## src/include/nvmcfg_pkg.sv

```systemverilog
// package for the nvm clock / option configuration block
package nvmcfg_pkg;
  // ****************************************************************
  // register map (byte addresses, own choice)
  // ****************************************************************
  localparam logic [11:0] OFF_CLOCK_DIVIDER = 12'h000;
  localparam logic [11:0] OFF_OPTIONS       = 12'h004;
  localparam logic [11:0] OFF_CONFIG        = 12'h008;
  localparam logic [11:0] OFF_STATUS        = 12'h00c;
  localparam logic [11:0] OFF_KEY_BASE      = 12'h010;
  localparam logic [11:0] OFF_KEY_LAST      = 12'h02c;

  // ****************************************************************
  // field positions and values
  // ****************************************************************
  localparam int BIT_DIV_LOADED   = 7;
  localparam int BIT_PRESCALE     = 6;
  localparam int BIT_UNLOCK_ALLOW = 7;
  localparam int BIT_REDIRECT_OFF = 6;
  localparam int BIT_SPLIT_OPTION = 5;
  localparam int BIT_HALF_CHOICE  = 6;
  localparam int BIT_UNLOCK_SEL   = 5;
  localparam logic [1:0] CODE_UNSECURED = 2'h2;
  localparam logic [7:0] RST_CLOCK_DIVIDER = 8'h00;
  localparam logic [7:0] RST_CONFIG        = 8'h00;
  localparam logic [2:0] PRESCALE_CYCLES   = 3'h7;
  localparam int         KEY_BYTES         = 8;

  // ****************************************************************
  // carried groups
  // ****************************************************************
  typedef struct packed {
    logic       unlock_allow;
    logic       redirect_off;
    logic       split_option;
    logic [1:0] protection_state_code;
  } nvmcfg_opt_t;

  typedef struct packed {
    logic       access_valid;
    logic       access_write;
    logic       access_secure;
    logic       access_debug;
    logic [2:0] sector_byte;
  } nvmcfg_acc_t;

  typedef struct packed {
    logic       eeprom_page;
    logic       erase_page0;
    logic       erase_page1;
    logic       content_allow;
    logic       pe_allow;
  } nvmcfg_map_t;
endpackage : nvmcfg_pkg

```

## src/rtl/nvmcfg_top.sv

```systemverilog
// nvm clock divider, options register, eeprom mapping and backdoor unlock
// Overview of operation
// - only one eeprom half is visible; half choice picks which
// - split option 0: each sector split in two 4-byte halves at same addresses
// - split mode sector erase clears all eight bytes, both halves
// - split option 1: whole sector in one page; erase only visible sector
// - divider bit 7 read-only flag; bits 6:0 readable, written only once
// - reset clears loaded flag; first divider write sets it, any data
// - program and erase refused until loaded flag is set
// - prescale bit 6 picks bus clock or bus clock divided by eight
// - divider divides selected input by divisor field plus one
// - each timing pulse is one memory clock cycle; sequencer counts pulses
// - options register loaded from the nonvolatile byte in the first enabled cycle after reset
// - unlock allow bit gates backdoor unlock by eight ordered key bytes
// - key writes accepted only from secured firmware, never debug path
// - options bit 6 is vector redirect off, 0 means redirect enabled
// - options bit 5 is the eeprom split option
// - protection code 1:0 is unsecured; every other code is secure
// - secure device denies content access to unsecured sources
// - code becomes 1:0 after key match or successful blank check
// - unlock select 1 makes key writes compares, else command start
// - blocked access ignores writes and reads back zero
//
// The register addresses and the APB interface to the registers were decided locally.
`timescale 1ns/1ps
module nvmcfg_top
  import nvmcfg_pkg::*;
#(
  parameter logic [7:0] NV_OPTIONS_DEFAULT = 8'h02
) (
  input  wire logic                 CLK_SYS,
  input  wire logic                 RST_N,
  input  wire logic                 CLK_EN,
  input  wire logic                 PSEL,
  input  wire logic                 PENABLE,
  input  wire logic                 PWRITE,
  input  wire logic [11:0]          PADDR,
  input  wire logic [31:0]          PWDATA,
  output logic      [31:0]          PRDATA,
  output logic                      PREADY,
  output logic                      PSLVERR,
  input  wire logic [7:0]           NV_OPTIONS_BYTE,
  input  wire logic [63:0]          NV_BACKKEY,
  input  wire logic                 BLANK_CHECK_OK,
  input  wire logic                 KEY_WRITE_SECURE,
  input  wire nvmcfg_pkg::nvmcfg_acc_t ACC,
  output nvmcfg_pkg::nvmcfg_map_t   MAP,
  output nvmcfg_pkg::nvmcfg_opt_t   OPT,
  output logic                      NVM_CLK_PULSE,
  output logic                      KEY_CMD_START
);
  import nvmcfg_pkg::*;

  // ****************************************************************
  // apb decode
  // ****************************************************************
  wire        wr_acc   = PSEL & PENABLE & PWRITE & CLK_EN;
  wire        rd_acc   = PSEL & ~PWRITE;
  wire        hit_div  = (PADDR == OFF_CLOCK_DIVIDER);
  wire        hit_opt  = (PADDR == OFF_OPTIONS);
  wire        hit_cfg  = (PADDR == OFF_CONFIG);
  wire        hit_sts  = (PADDR == OFF_STATUS);
  wire        hit_key  = (PADDR >= OFF_KEY_BASE) && (PADDR <= OFF_KEY_LAST)
                         && (PADDR[1:0] == 2'h0);
  wire        hit_any  = hit_div | hit_opt | hit_cfg | hit_sts | hit_key;
  wire [2:0]  key_idx  = 3'(PADDR[4:2] - 3'h4);

  // zero-wait slave; unmapped addresses answer with an error
  assign PREADY  = 1'b1;
  assign PSLVERR = PSEL & PENABLE & ~hit_any;

  // ****************************************************************
  // state registers
  // ****************************************************************
  logic [7:0]  div_r;        // bit 7 loaded flag, 6 prescale, 5:0 divisor
  logic [7:0]  opt_r;        // working options copy
  logic [7:0]  cfg_r;        // half choice / unlock select
  logic        unsec_r;      // unlocked until next reset
  logic [3:0]  key_cnt_r;    // next expected key byte index
  logic        key_bad_r;    // a key byte mismatched, came out of order, or came from unsecured firmware or the debug path
  logic [2:0]  pre_cnt_r;
  logic [5:0]  div_cnt_r;
  logic        pulse_r;
  logic [31:0] rdata_r;
  logic        opt_loaded_r; // options captured since the last reset

  wire divisor_loaded_flag = div_r[BIT_DIV_LOADED];
  wire prescale_by_eight   = div_r[BIT_PRESCALE];
  wire eeprom_half_choice  = cfg_r[BIT_HALF_CHOICE];
  wire unlock_write_select = cfg_r[BIT_UNLOCK_SEL];
  wire backdoor_unlock_allow = opt_r[BIT_UNLOCK_ALLOW];

  // ****************************************************************
  // clock divider register
  // ****************************************************************
  // only the first write lands; the flag stays read-only for software
  wire       div_we  = wr_acc & hit_div & ~divisor_loaded_flag;
  wire [7:0] div_nxt = {1'b1, PWDATA[6:0]};

  always_ff @(posedge CLK_SYS) begin
    if (!RST_N) begin
      div_r <= RST_CLOCK_DIVIDER;
    end else if (div_we) begin
      div_r <= div_nxt;
    end
  end

  // ****************************************************************
  // memory clock generation
  // ****************************************************************
  // prescale tick is every cycle or every eighth; divisor counts ticks
  wire pre_tick = ~prescale_by_eight | (pre_cnt_r == PRESCALE_CYCLES);
  wire div_wrap = pre_tick & (div_cnt_r == div_r[5:0]);

  // the divider only runs once loaded, so no pulse reaches the sequencer early
  always_ff @(posedge CLK_SYS) begin
    if (!RST_N || !divisor_loaded_flag) begin
      pre_cnt_r <= 3'h0;
      div_cnt_r <= 6'h00;
      pulse_r   <= 1'b0;
    end else if (CLK_EN) begin
      pre_cnt_r <= prescale_by_eight ? 3'(pre_cnt_r + 3'h1) : 3'h0;
      div_cnt_r <= div_wrap ? 6'h00 : (pre_tick ? 6'(div_cnt_r + 6'h1) : div_cnt_r);
      pulse_r   <= div_wrap;
    end
  end
  assign NVM_CLK_PULSE = pulse_r;

  // ****************************************************************
  // options register and configuration register
  // ****************************************************************
  // options take the default under reset, then capture the nonvolatile byte once after release
  always_ff @(posedge CLK_SYS) begin
    if (!RST_N) begin
      opt_r <= NV_OPTIONS_DEFAULT;
    end else if (CLK_EN && !opt_loaded_r) begin
      opt_r <= NV_OPTIONS_BYTE;
    end
  end

  // capture flag: one clocked load after release, never a port under reset
  always_ff @(posedge CLK_SYS) begin
    if (!RST_N) begin
      opt_loaded_r <= 1'b0;
    end else if (CLK_EN) begin
      opt_loaded_r <= 1'b1;
    end
  end

  always_ff @(posedge CLK_SYS) begin
    if (!RST_N) begin
      cfg_r <= RST_CONFIG;
    end else if (wr_acc && hit_cfg) begin
      cfg_r <= {1'b0, PWDATA[6:5], 5'h00};
    end
  end

  // ****************************************************************
  // backdoor key comparison
  // ****************************************************************
  // a key write counts only from secured firmware with unlock select set
  wire key_wr   = wr_acc & hit_key & unlock_write_select;
  wire key_ok   = key_wr & KEY_WRITE_SECURE & ~ACC.access_debug;
  wire [7:0] key_ref = NV_BACKKEY[63 - 8*key_idx -: 8];
  wire key_good = key_ok & ({1'b0, key_idx} == key_cnt_r) & (PWDATA[7:0] == key_ref);
  wire sel_fall = wr_acc & hit_cfg & unlock_write_select & ~PWDATA[BIT_UNLOCK_SEL];
  wire key_match = sel_fall & backdoor_unlock_allow & ~key_bad_r
                   & (key_cnt_r == 4'(KEY_BYTES));
  assign KEY_CMD_START = wr_acc & hit_key & ~unlock_write_select
                         & divisor_loaded_flag;

  always_ff @(posedge CLK_SYS) begin
    if (!RST_N || sel_fall) begin
      key_cnt_r <= 4'h0;
      key_bad_r <= 1'b0;
    end else if (key_wr) begin
      key_cnt_r <= 4'(key_cnt_r + 4'h1);
      key_bad_r <= key_bad_r | ~key_good;
    end
  end

  // unlock holds until reset; reset wins over a set, nothing else clears it
  always_ff @(posedge CLK_SYS) begin
    if (!RST_N) begin
      unsec_r <= 1'b0;
    end else if (key_match || (CLK_EN && BLANK_CHECK_OK)) begin
      unsec_r <= 1'b1;
    end
  end

  // ****************************************************************
  // derived outputs
  // ****************************************************************
  wire [1:0] code_now = unsec_r ? CODE_UNSECURED : opt_r[1:0];
  wire       secure   = (code_now != CODE_UNSECURED);
  wire       content_allow = ~secure | (ACC.access_secure & ~ACC.access_debug);
  wire       split_mode = ~opt_r[BIT_SPLIT_OPTION];

  // one pattern per struct, so each output variable has exactly one driver
  assign OPT = '{
    unlock_allow:          backdoor_unlock_allow,
    redirect_off:          opt_r[BIT_REDIRECT_OFF],
    split_option:          opt_r[BIT_SPLIT_OPTION],
    protection_state_code: code_now
  };

  // one visible half; split mode erases both halves, whole mode only visible page
  assign MAP = '{
    eeprom_page:   eeprom_half_choice,
    erase_page0:   split_mode | ~eeprom_half_choice,
    erase_page1:   split_mode | eeprom_half_choice,
    content_allow: content_allow,
    pe_allow:      divisor_loaded_flag
  };

  // ****************************************************************
  // read data
  // ****************************************************************
  wire [7:0] sts_byte = {4'h0, secure, split_mode, unsec_r, divisor_loaded_flag};
  wire [7:0] rd_byte  = hit_div ? div_r :
                        hit_opt ? {opt_r[7:5], 3'h0, code_now} :
                        hit_cfg ? cfg_r :
                        hit_sts ? sts_byte : 8'h00;   // key slots read zero

  always_ff @(posedge CLK_SYS) begin
    if (!RST_N) begin
      rdata_r <= 32'h0000_0000;
    end else if (CLK_EN && rd_acc && !PENABLE) begin
      rdata_r <= {24'h00_0000, rd_byte};
    end
  end
  assign PRDATA = rdata_r;

  // ****************************************************************
  // checks
  // ****************************************************************
  property p_once;
    @(posedge CLK_SYS) disable iff (!RST_N)
      $past(divisor_loaded_flag) |-> $stable(div_r[6:0]);
  endproperty
  a_once: assert property (p_once) else $error("divider changed after load");

  property p_first;
    @(posedge CLK_SYS) disable iff (!RST_N)
      (wr_acc && hit_div && !divisor_loaded_flag) |=> divisor_loaded_flag;
  endproperty
  a_first: assert property (p_first) else $error("first write did not load");

  property p_gate;
    @(posedge CLK_SYS) disable iff (!RST_N)
      !divisor_loaded_flag |-> (!MAP.pe_allow && !KEY_CMD_START && !NVM_CLK_PULSE);
  endproperty
  a_gate: assert property (p_gate) else $error("program allowed unloaded");

  property p_code;
    @(posedge CLK_SYS) disable iff (!RST_N)
      (OPT.protection_state_code != 2'h2) |-> !MAP.content_allow || ACC.access_secure;
  endproperty
  a_code: assert property (p_code) else $error("secure content exposed");

  property p_unlock;
    @(posedge CLK_SYS) disable iff (!RST_N)
      key_match |=> (OPT.protection_state_code == 2'h2) [*3];
  endproperty
  a_unlock: assert property (p_unlock) else $error("unlock did not stick");

  property p_nokey;
    @(posedge CLK_SYS) disable iff (!RST_N)
      (opt_loaded_r && !OPT.unlock_allow && !BLANK_CHECK_OK
       && OPT.protection_state_code != 2'h2) |=> (OPT.protection_state_code != 2'h2);
  endproperty
  a_nokey: assert property (p_nokey) else $error("unlock without allow");

  property p_erase;
    @(posedge CLK_SYS) disable iff (!RST_N)
      split_mode |-> (MAP.erase_page0 && MAP.erase_page1);
  endproperty
  a_erase: assert property (p_erase) else $error("split erase partial");

  property p_whole;
    @(posedge CLK_SYS) disable iff (!RST_N)
      !split_mode |-> (MAP.erase_page0 != MAP.erase_page1);
  endproperty
  a_whole: assert property (p_whole) else $error("whole erase wrong page");

  property p_pulse;
    @(posedge CLK_SYS) disable iff (!RST_N)
      (NVM_CLK_PULSE && CLK_EN && div_r[6:0] == 7'h01) |=> !NVM_CLK_PULSE ##1 NVM_CLK_PULSE;
  endproperty
  a_pulse: assert property (p_pulse) else $error("divide by two wrong");

  // options load once per reset; software has no write path into them
  property p_opt_hold;
    @(posedge CLK_SYS) disable iff (!RST_N)
      opt_loaded_r |=> $stable(opt_r);
  endproperty
  a_opt_hold: assert property (p_opt_hold) else $error("options changed");

  property p_flag_sticky;
    @(posedge CLK_SYS) disable iff (!RST_N)
      divisor_loaded_flag |=> divisor_loaded_flag;
  endproperty
  a_flag_sticky: assert property (p_flag_sticky) else $error("flag cleared");

  property p_unsec_sticky;
    @(posedge CLK_SYS) disable iff (!RST_N)
      (opt_loaded_r && OPT.protection_state_code == 2'h2)
      |=> (OPT.protection_state_code == 2'h2);
  endproperty
  a_unsec_sticky: assert property (p_unsec_sticky) else $error("unlock lost");

  property p_blank;
    @(posedge CLK_SYS) disable iff (!RST_N)
      (CLK_EN && BLANK_CHECK_OK) |=> (OPT.protection_state_code == 2'h2);
  endproperty
  a_blank: assert property (p_blank) else $error("blank check ignored");

  property p_key_zero;
    @(posedge CLK_SYS) disable iff (!RST_N)
      (PSEL && !PENABLE && !PWRITE && CLK_EN && hit_key) |=> (PRDATA == 32'h0000_0000);
  endproperty
  a_key_zero: assert property (p_key_zero) else $error("key slot read nonzero");

  property p_pulse_one;
    @(posedge CLK_SYS) disable iff (!RST_N)
      (NVM_CLK_PULSE && CLK_EN && div_r[6:0] != 7'h00) |=> !NVM_CLK_PULSE;
  endproperty
  a_pulse_one: assert property (p_pulse_one) else $error("pulse wider than one");

  property p_dbg_deny;
    @(posedge CLK_SYS) disable iff (!RST_N)
      (OPT.protection_state_code != 2'h2 && ACC.access_debug) |-> !MAP.content_allow;
  endproperty
  a_dbg_deny: assert property (p_dbg_deny) else $error("debug reached content");

  property p_key_cmd;
    @(posedge CLK_SYS) disable iff (!RST_N)
      (wr_acc && hit_key && unlock_write_select) |-> !KEY_CMD_START;
  endproperty
  a_key_cmd: assert property (p_key_cmd) else $error("key write started command");

  c_load:   cover property (@(posedge CLK_SYS) wr_acc && hit_div);
  c_unlock: cover property (@(posedge CLK_SYS) key_match);
  c_blank:  cover property (@(posedge CLK_SYS) BLANK_CHECK_OK && !unsec_r);
  c_split:  cover property (@(posedge CLK_SYS) split_mode && MAP.eeprom_page);
  c_block:  cover property (@(posedge CLK_SYS) ACC.access_valid && ACC.access_write
                            && ACC.sector_byte == 3'h0 && !MAP.content_allow);
endmodule : nvmcfg_top

```

## config.mk

```make
export PLATFORM = sky130hd
export DESIGN_NAME = nvmcfg_top
export DESIGN_NICKNAME = d
export VERILOG_FILES = /design/src/include/nvmcfg_pkg.sv /design/src/rtl/nvmcfg_top.sv
export SDC_FILE = /design/constraint.sdc
export NUM_CORES = 1
export LEC_CHECK = 0
export BUFFER_PORTS_ARGS = -buffer_cell sky130_fd_sc_hd__buf_4
export CAP_MARGIN = 25
export CORE_MARGIN = 2
export CORE_UTILIZATION = 30
export CTS_CLUSTER_DIAMETER = 120
export DETAILED_ROUTE_END_ITERATION = 7
export GPL_TIMING_DRIVEN = 0
export MAX_ROUTING_LAYER = met4
export PLACE_DENSITY_LB_ADDON = 0.15
export SLEW_MARGIN = 10
export SYNTH_ARGS = -nofsm -noshare
export SYNTH_HDL_FRONTEND = slang
export SYNTH_SLANG_ARGS = --single-unit
```

## constraint.sdc

```tcl
create_clock -name CLK_SYS -period 2.02 [get_ports CLK_SYS]
set_input_delay 0.202 -clock CLK_SYS [delete_from_list [all_inputs] [get_ports CLK_SYS]]
set_output_delay 0.202 -clock CLK_SYS [all_outputs]
set_load 0.01 [all_outputs]
```

# Word-level counts from Yosys, hierarchy flattened
# Cells that the tools add are included.
[totals] out_inout_bits=46 word_cells=98 in_bits=131 ff_bits=43
[classes] mux=8 reduce_logical=18 shift=1 add_sub_neg=5 magnitude_cmp=2 bitwise=44 n_eq_ne=9
[op_table] op="indexed part select 71 x 33 -> 8 bit" n=1
[op_table] op="equality test 12 x 4 -> 1 bit, second input constant" n=2
[op_table] op="bitwise AND 1 bit" n=23
[op_table] op="2-to-1 mux 8 bit" n=2
[op_table] op="equality test 12 x 3 -> 1 bit, second input constant" n=1
[op_table] op=">= comparator 12 x 5 -> 1 bit, second input constant" n=1
[op_table] op="<= comparator 12 x 6 -> 1 bit, second input constant" n=1
[op_table] op="logical NOT 12 bit" n=1
[op_table] op="2-to-1 mux 6 bit" n=2
[op_table] op="NOT 1 bit" n=12
[op_table] op="OR 1 bit" n=9
[op_table] op="equality test 8 bit" n=1
[op_table] op="logical AND 1 bit" n=7
[op_table] op="2-to-1 mux 7 bit" n=1
[op_table] op="subtractor 6 x 6 -> 7 bit, first input constant" n=1
[op_table] op="adder 6 x 1 -> 6 bit, second input constant" n=1
[op_table] op="equality test 6 bit" n=1
[op_table] op="adder 4 x 1 -> 4 bit, second input constant" n=1
[op_table] op="equality test 3 x 4 -> 1 bit" n=1
[op_table] op="equality test 4 bit, second input constant" n=1
[op_table] op="logical NOT 1 bit" n=4
[op_table] op="2-to-1 mux 4 bit" n=1
[op_table] op="adder 3 x 1 -> 3 bit, second input constant" n=1
[op_table] op="equality test 3 bit, second input constant" n=1
[op_table] op="other kinds (8)" n=10

# Longest topological paths before layout
[depth] word_depth=11 ltp_mapped=9 ltp_nobuf=8

# Worst setup path after synthesis
# OpenSTA, ideal clock, no wires.
[synth_path] path_kind="in2reg" from="in PADDR[7]" to="reg div_r[0]" stages=7 required_time_ns=1.904 setup_ns=0.116 arrival_ns=1.974 slack_ns=-0.071 n_path_buf=1 cell_sequence="or4_4 -> nor4_4 -> nand2b_4 -> or4_1 -> clkbuf_1 -> nand2_1 -> a21boi_1"
[synth_between] elab_chain_len=3
[synth_lines] element="start: declaration" line_no="nvmcfg_top.sv:37" source="input wire logic [11:0] PADDR,"
[synth_lines] element="logical NOT 12 bit" line_no="nvmcfg_top.sv:59" source="wire hit_div = (PADDR == OFF_CLOCK_DIVIDER);"
[synth_lines] element="bitwise AND 1 bit (2 in series)" line_no="nvmcfg_top.sv:97" source="wire div_we = wr_acc & hit_div & ~divisor_loaded_flag;"
[synth_lines] element="end signal: assignment" line_no="nvmcfg_top.sv:104" source="div_r <= div_nxt;"
[synth_lines] element="end: declaration" line_no="nvmcfg_top.sv:75" source="logic [7:0] div_r;"
# No other way between the ends.
# A chain may end at the register's enable or synchronous reset.

# Worst setup path in the final report
[layout_path] from="in PADDR[8]" to="out PSLVERR"
[layout_between] elab_chain_len=7 word_cells_on_any_way=14 cone_classes="2 x order compare; 3 x eq/ne; 6 x bitwise; 3 x reduce/logical"
[layout_lines] element="parallel branches: the longest is 4 deep, another holds >= comparator 12 x 5 -> 1 bit"
[layout_lines] element="OR 1 bit *" line_no="nvmcfg_top.sv:65" source="wire hit_any = hit_div | hit_opt | hit_cfg | hit_sts | hit_key;"
[layout_lines] element="NOT 1 bit *" line_no="nvmcfg_top.sv:70" source="assign PSLVERR = PSEL & PENABLE & ~hit_any;"
[layout_lines] element="bitwise AND 1 bit *" line_no="nvmcfg_top.sv:70"
[layout_lines] element="end: declaration" line_no="nvmcfg_top.sv:41" source="output logic PSLVERR,"
# Every way passes the cells marked *.

==> metrics.txt <==
final worst-path cycle share=97.8%; crit path cell chain=buf_4, or4_1, a211oi_1, nor2_1, buf_4; Yosys cell types=54; synthesized instance count=339; core area=0.00928 mm²; status=finished clean; ys async rst share=0%; min-delay worst type=input pin to flop; CP Max Fanout=3; Starting Density=31.1%; register area=801 µm²; grt ovf=0; smallest hold slack=0.135 ns; Synth Area in Compound Gates=12.0%; Power, Total=0.00182 W; largest area contributor in the netlist=dfxtp_1; Vias=2780; antenna viol nets, final=0; CP most frequent cell=buf_4; port bufs=117; Die X=102 µm; fin. max-slew vios=0; worst vdd ir=0.206 mV; top cells by area, synth=dfxtp_1 28%, mux2i_1 8.7%, buf_4 8.1%; area of the multi-input gates=0.00188 mm²; CTS Buffer Depth=2; CTS tree=yes; # diodes=0; share of cells above drive strength 1=37.5%; sequential share of the synthesized area=27.7%; synthesized area per cell=8.52 µm²; worst clock skew=0.00701 ns; initial antenna violation count=0; Worst Path Arrival=1.77 ns; total wire length=8340 µm; pwr dens=439 mW/mm²; fraction of the mapped netlist area in adder cells=2.17%; die span in y=102 µm; Synth top area share=27.7%; Post-synth EDFFs=0; Slew headroom=54.8%; critical path class=input pin to primary output; flop-to-flop setup slack=0.19 ns; number of global-route vias before repair=2632; largest net degree at the start of global routing=12; Final Setup Violations=0; first-pass GRT wire length=12900 µm; worst slew pin tran=0.673 ns; detailed-placement wirelength estimate=6910 µm; final setup margin=0.0438 ns; Fmax achieved=506 MHz; Overall Global Routing Usage=16.5%; Rows=35; RePlAce Congestion=0.786; Worst-path clk slew=0.07 ns; Critical Path Sink Type=primary output; hold_buf cts=0; CP startpoint kind=input pin; pre-CTS setup slack=-0.462 ns; Root Driver=clkbuf_8; XOR/XNOR Fraction of Synth Area=7.28%; Ys Warns=0; # fillers=929; Worst path slowest cell=or4_1; synthesis-to-layout area growth=43.7%; RSZ-0062 raised after global routing=yes; CTS Buf Count=5; full die area=0.0104 mm²; vias per std cell=4.51; Final min period=1.98 ns; DRC=0; Nets=623; CP max stage delay=0.63 ns; io pins=177; largest family of logic cells by synthesized area=simple AND/OR/NAND/NOR gates; CTS H-tree lvls=2; Fin. Hold Viols=0; clock sinks=40; # Max-Cap Violations=0; multiplexer area fraction after synthesis=14.9%; Leak=1.83 nW; simple-gate share of the synthesized area=24.3%; worst skew pair latency=0.29 ns; Post-Syn Area=0.00289 mm²; Starting DRT DRC Count=90; Worst Path Required=1.82 ns; flops & latches, synth=40; drt pass-1 iters=5; Synth Flop Type=dfxtp_1; average wire per standard cell=13.5 µm
[cells by family (layout without fill, tap and decap cells)]
family | after synthesis | count (layout)
AO/OA/AOI/OAI | 52 | 52
multiplexers | 34 | 34
other | 2 | 25
buffers and inverters | 54 | 180
flip-flops | 40 | 40
adder cells (fa/ha/maj) | 5 | 5
AND/OR/NAND/NOR | 128 | 128
XOR/XNOR | 24 | 24
[per-layer routing]
layer	vias to the layer above	global-route usage, %	share of wire, %
li1	1429	-	-
met1	1212	21.2	46
met2	126	26.4	45
met3	13	2.74	6.4
met4	0	5.44	2.3
met5	-	-	0
[synthesized netlist by cell type, drive strengths merged (3+ instances only)]
master	number
nor2	18
nor2b	10
xor2	12
a21boi	14
or4	3
ha	5
mux4	7
nor3	6
dfxtp	40
nor4	7
nand2b	8
o21ai	8
nand3b	3
a21oi	13
nand3	14
clkbuf	11
nand4	6
and2	3
buf	38
inv	5
xnor2	12
mux2i	25
nand2	40
[layout make-up]
type / count / share of cell area, %
multi-input combinational: 268 / 45.2
sequential: 40 / 19.3
timing repair buffer: 118 / 21.3
clock buffer: 8 / 2.17
tap: 129 / 3.89
inverter: 5 / 0.452
buffer: 49 / 7.66
[flip-flops by register name, summed over array words and instances (netlist names), 2 cells and up]
register   count
div_r          8
PRDATA         8
div_cnt_r      6
pre_cnt_r      3
opt_r          5
key_cnt_r      4
cfg_r          2
[final timing paths]
path | from | to | cells past startpoint
worst max-delay path | PADDR[8] | PSLVERR | 5
worst min-delay path | NV_OPTIONS_BYTE[1] | opt_r[1] | 3
worst max register to register | key_bad_r | key_bad_r | 5
worst min register to register | PRDATA[0] | PRDATA[0] | 2
[placed cells by master, fill, tap and decap left out, types with 7 or more instances in the layout]
cell / count
xnor2_1: 12
nand3_1: 14
mux2i_1: 25
a21oi_1: 13
mux4_2: 7
nand2b_1: 7
dfxtp_1: 40
nand2_1: 40
xor2_1: 12
nor2_1: 18
clkbuf_1: 11
nor2b_1: 10
a21boi_1: 7
a21boi_0: 7
o21ai_0: 7
buf_4: 150
conb_1: 25
[critical path: cells and delay by family]
family	cells	cell delay (ns)
buffers and inverters	2	0.27
and+or+nand+nor	2	0.71
AOI/OAI and AO/OA	1	0.59
[through the flow]
step	TNS [ns]	std cells	utilization, %	instance area [µm²]
5_1_grt	0	617	44.7	4150
6_report	0	617	44.7	4150
2_1_floorplan	-0.409	362	-	2980
3_3_place_gp	-5.72	608	43.3	4020
3_5_place_dp	-6.16	608	43.3	4020
4_1_cts	0	617	44.4	4120
[what timing repair did]
item / CTS / global route
pin swaps: 1 / 3
buffers inserted: 1 / 0
gates cloned: 0 / 0
resized for setup: 2 / 8
endpoints found under the setup margin: 15 / 9
[where the power goes]
group	switching, W	total (W)	internal (W)
registers	0.00000875	0.000805	0.000797
logic	0.000199	0.000476	0.000277
clock network	0.000263	0.000542	0.000279
total	0.000471	0.00182	0.00135
Power figures use the tool's default switching activity.
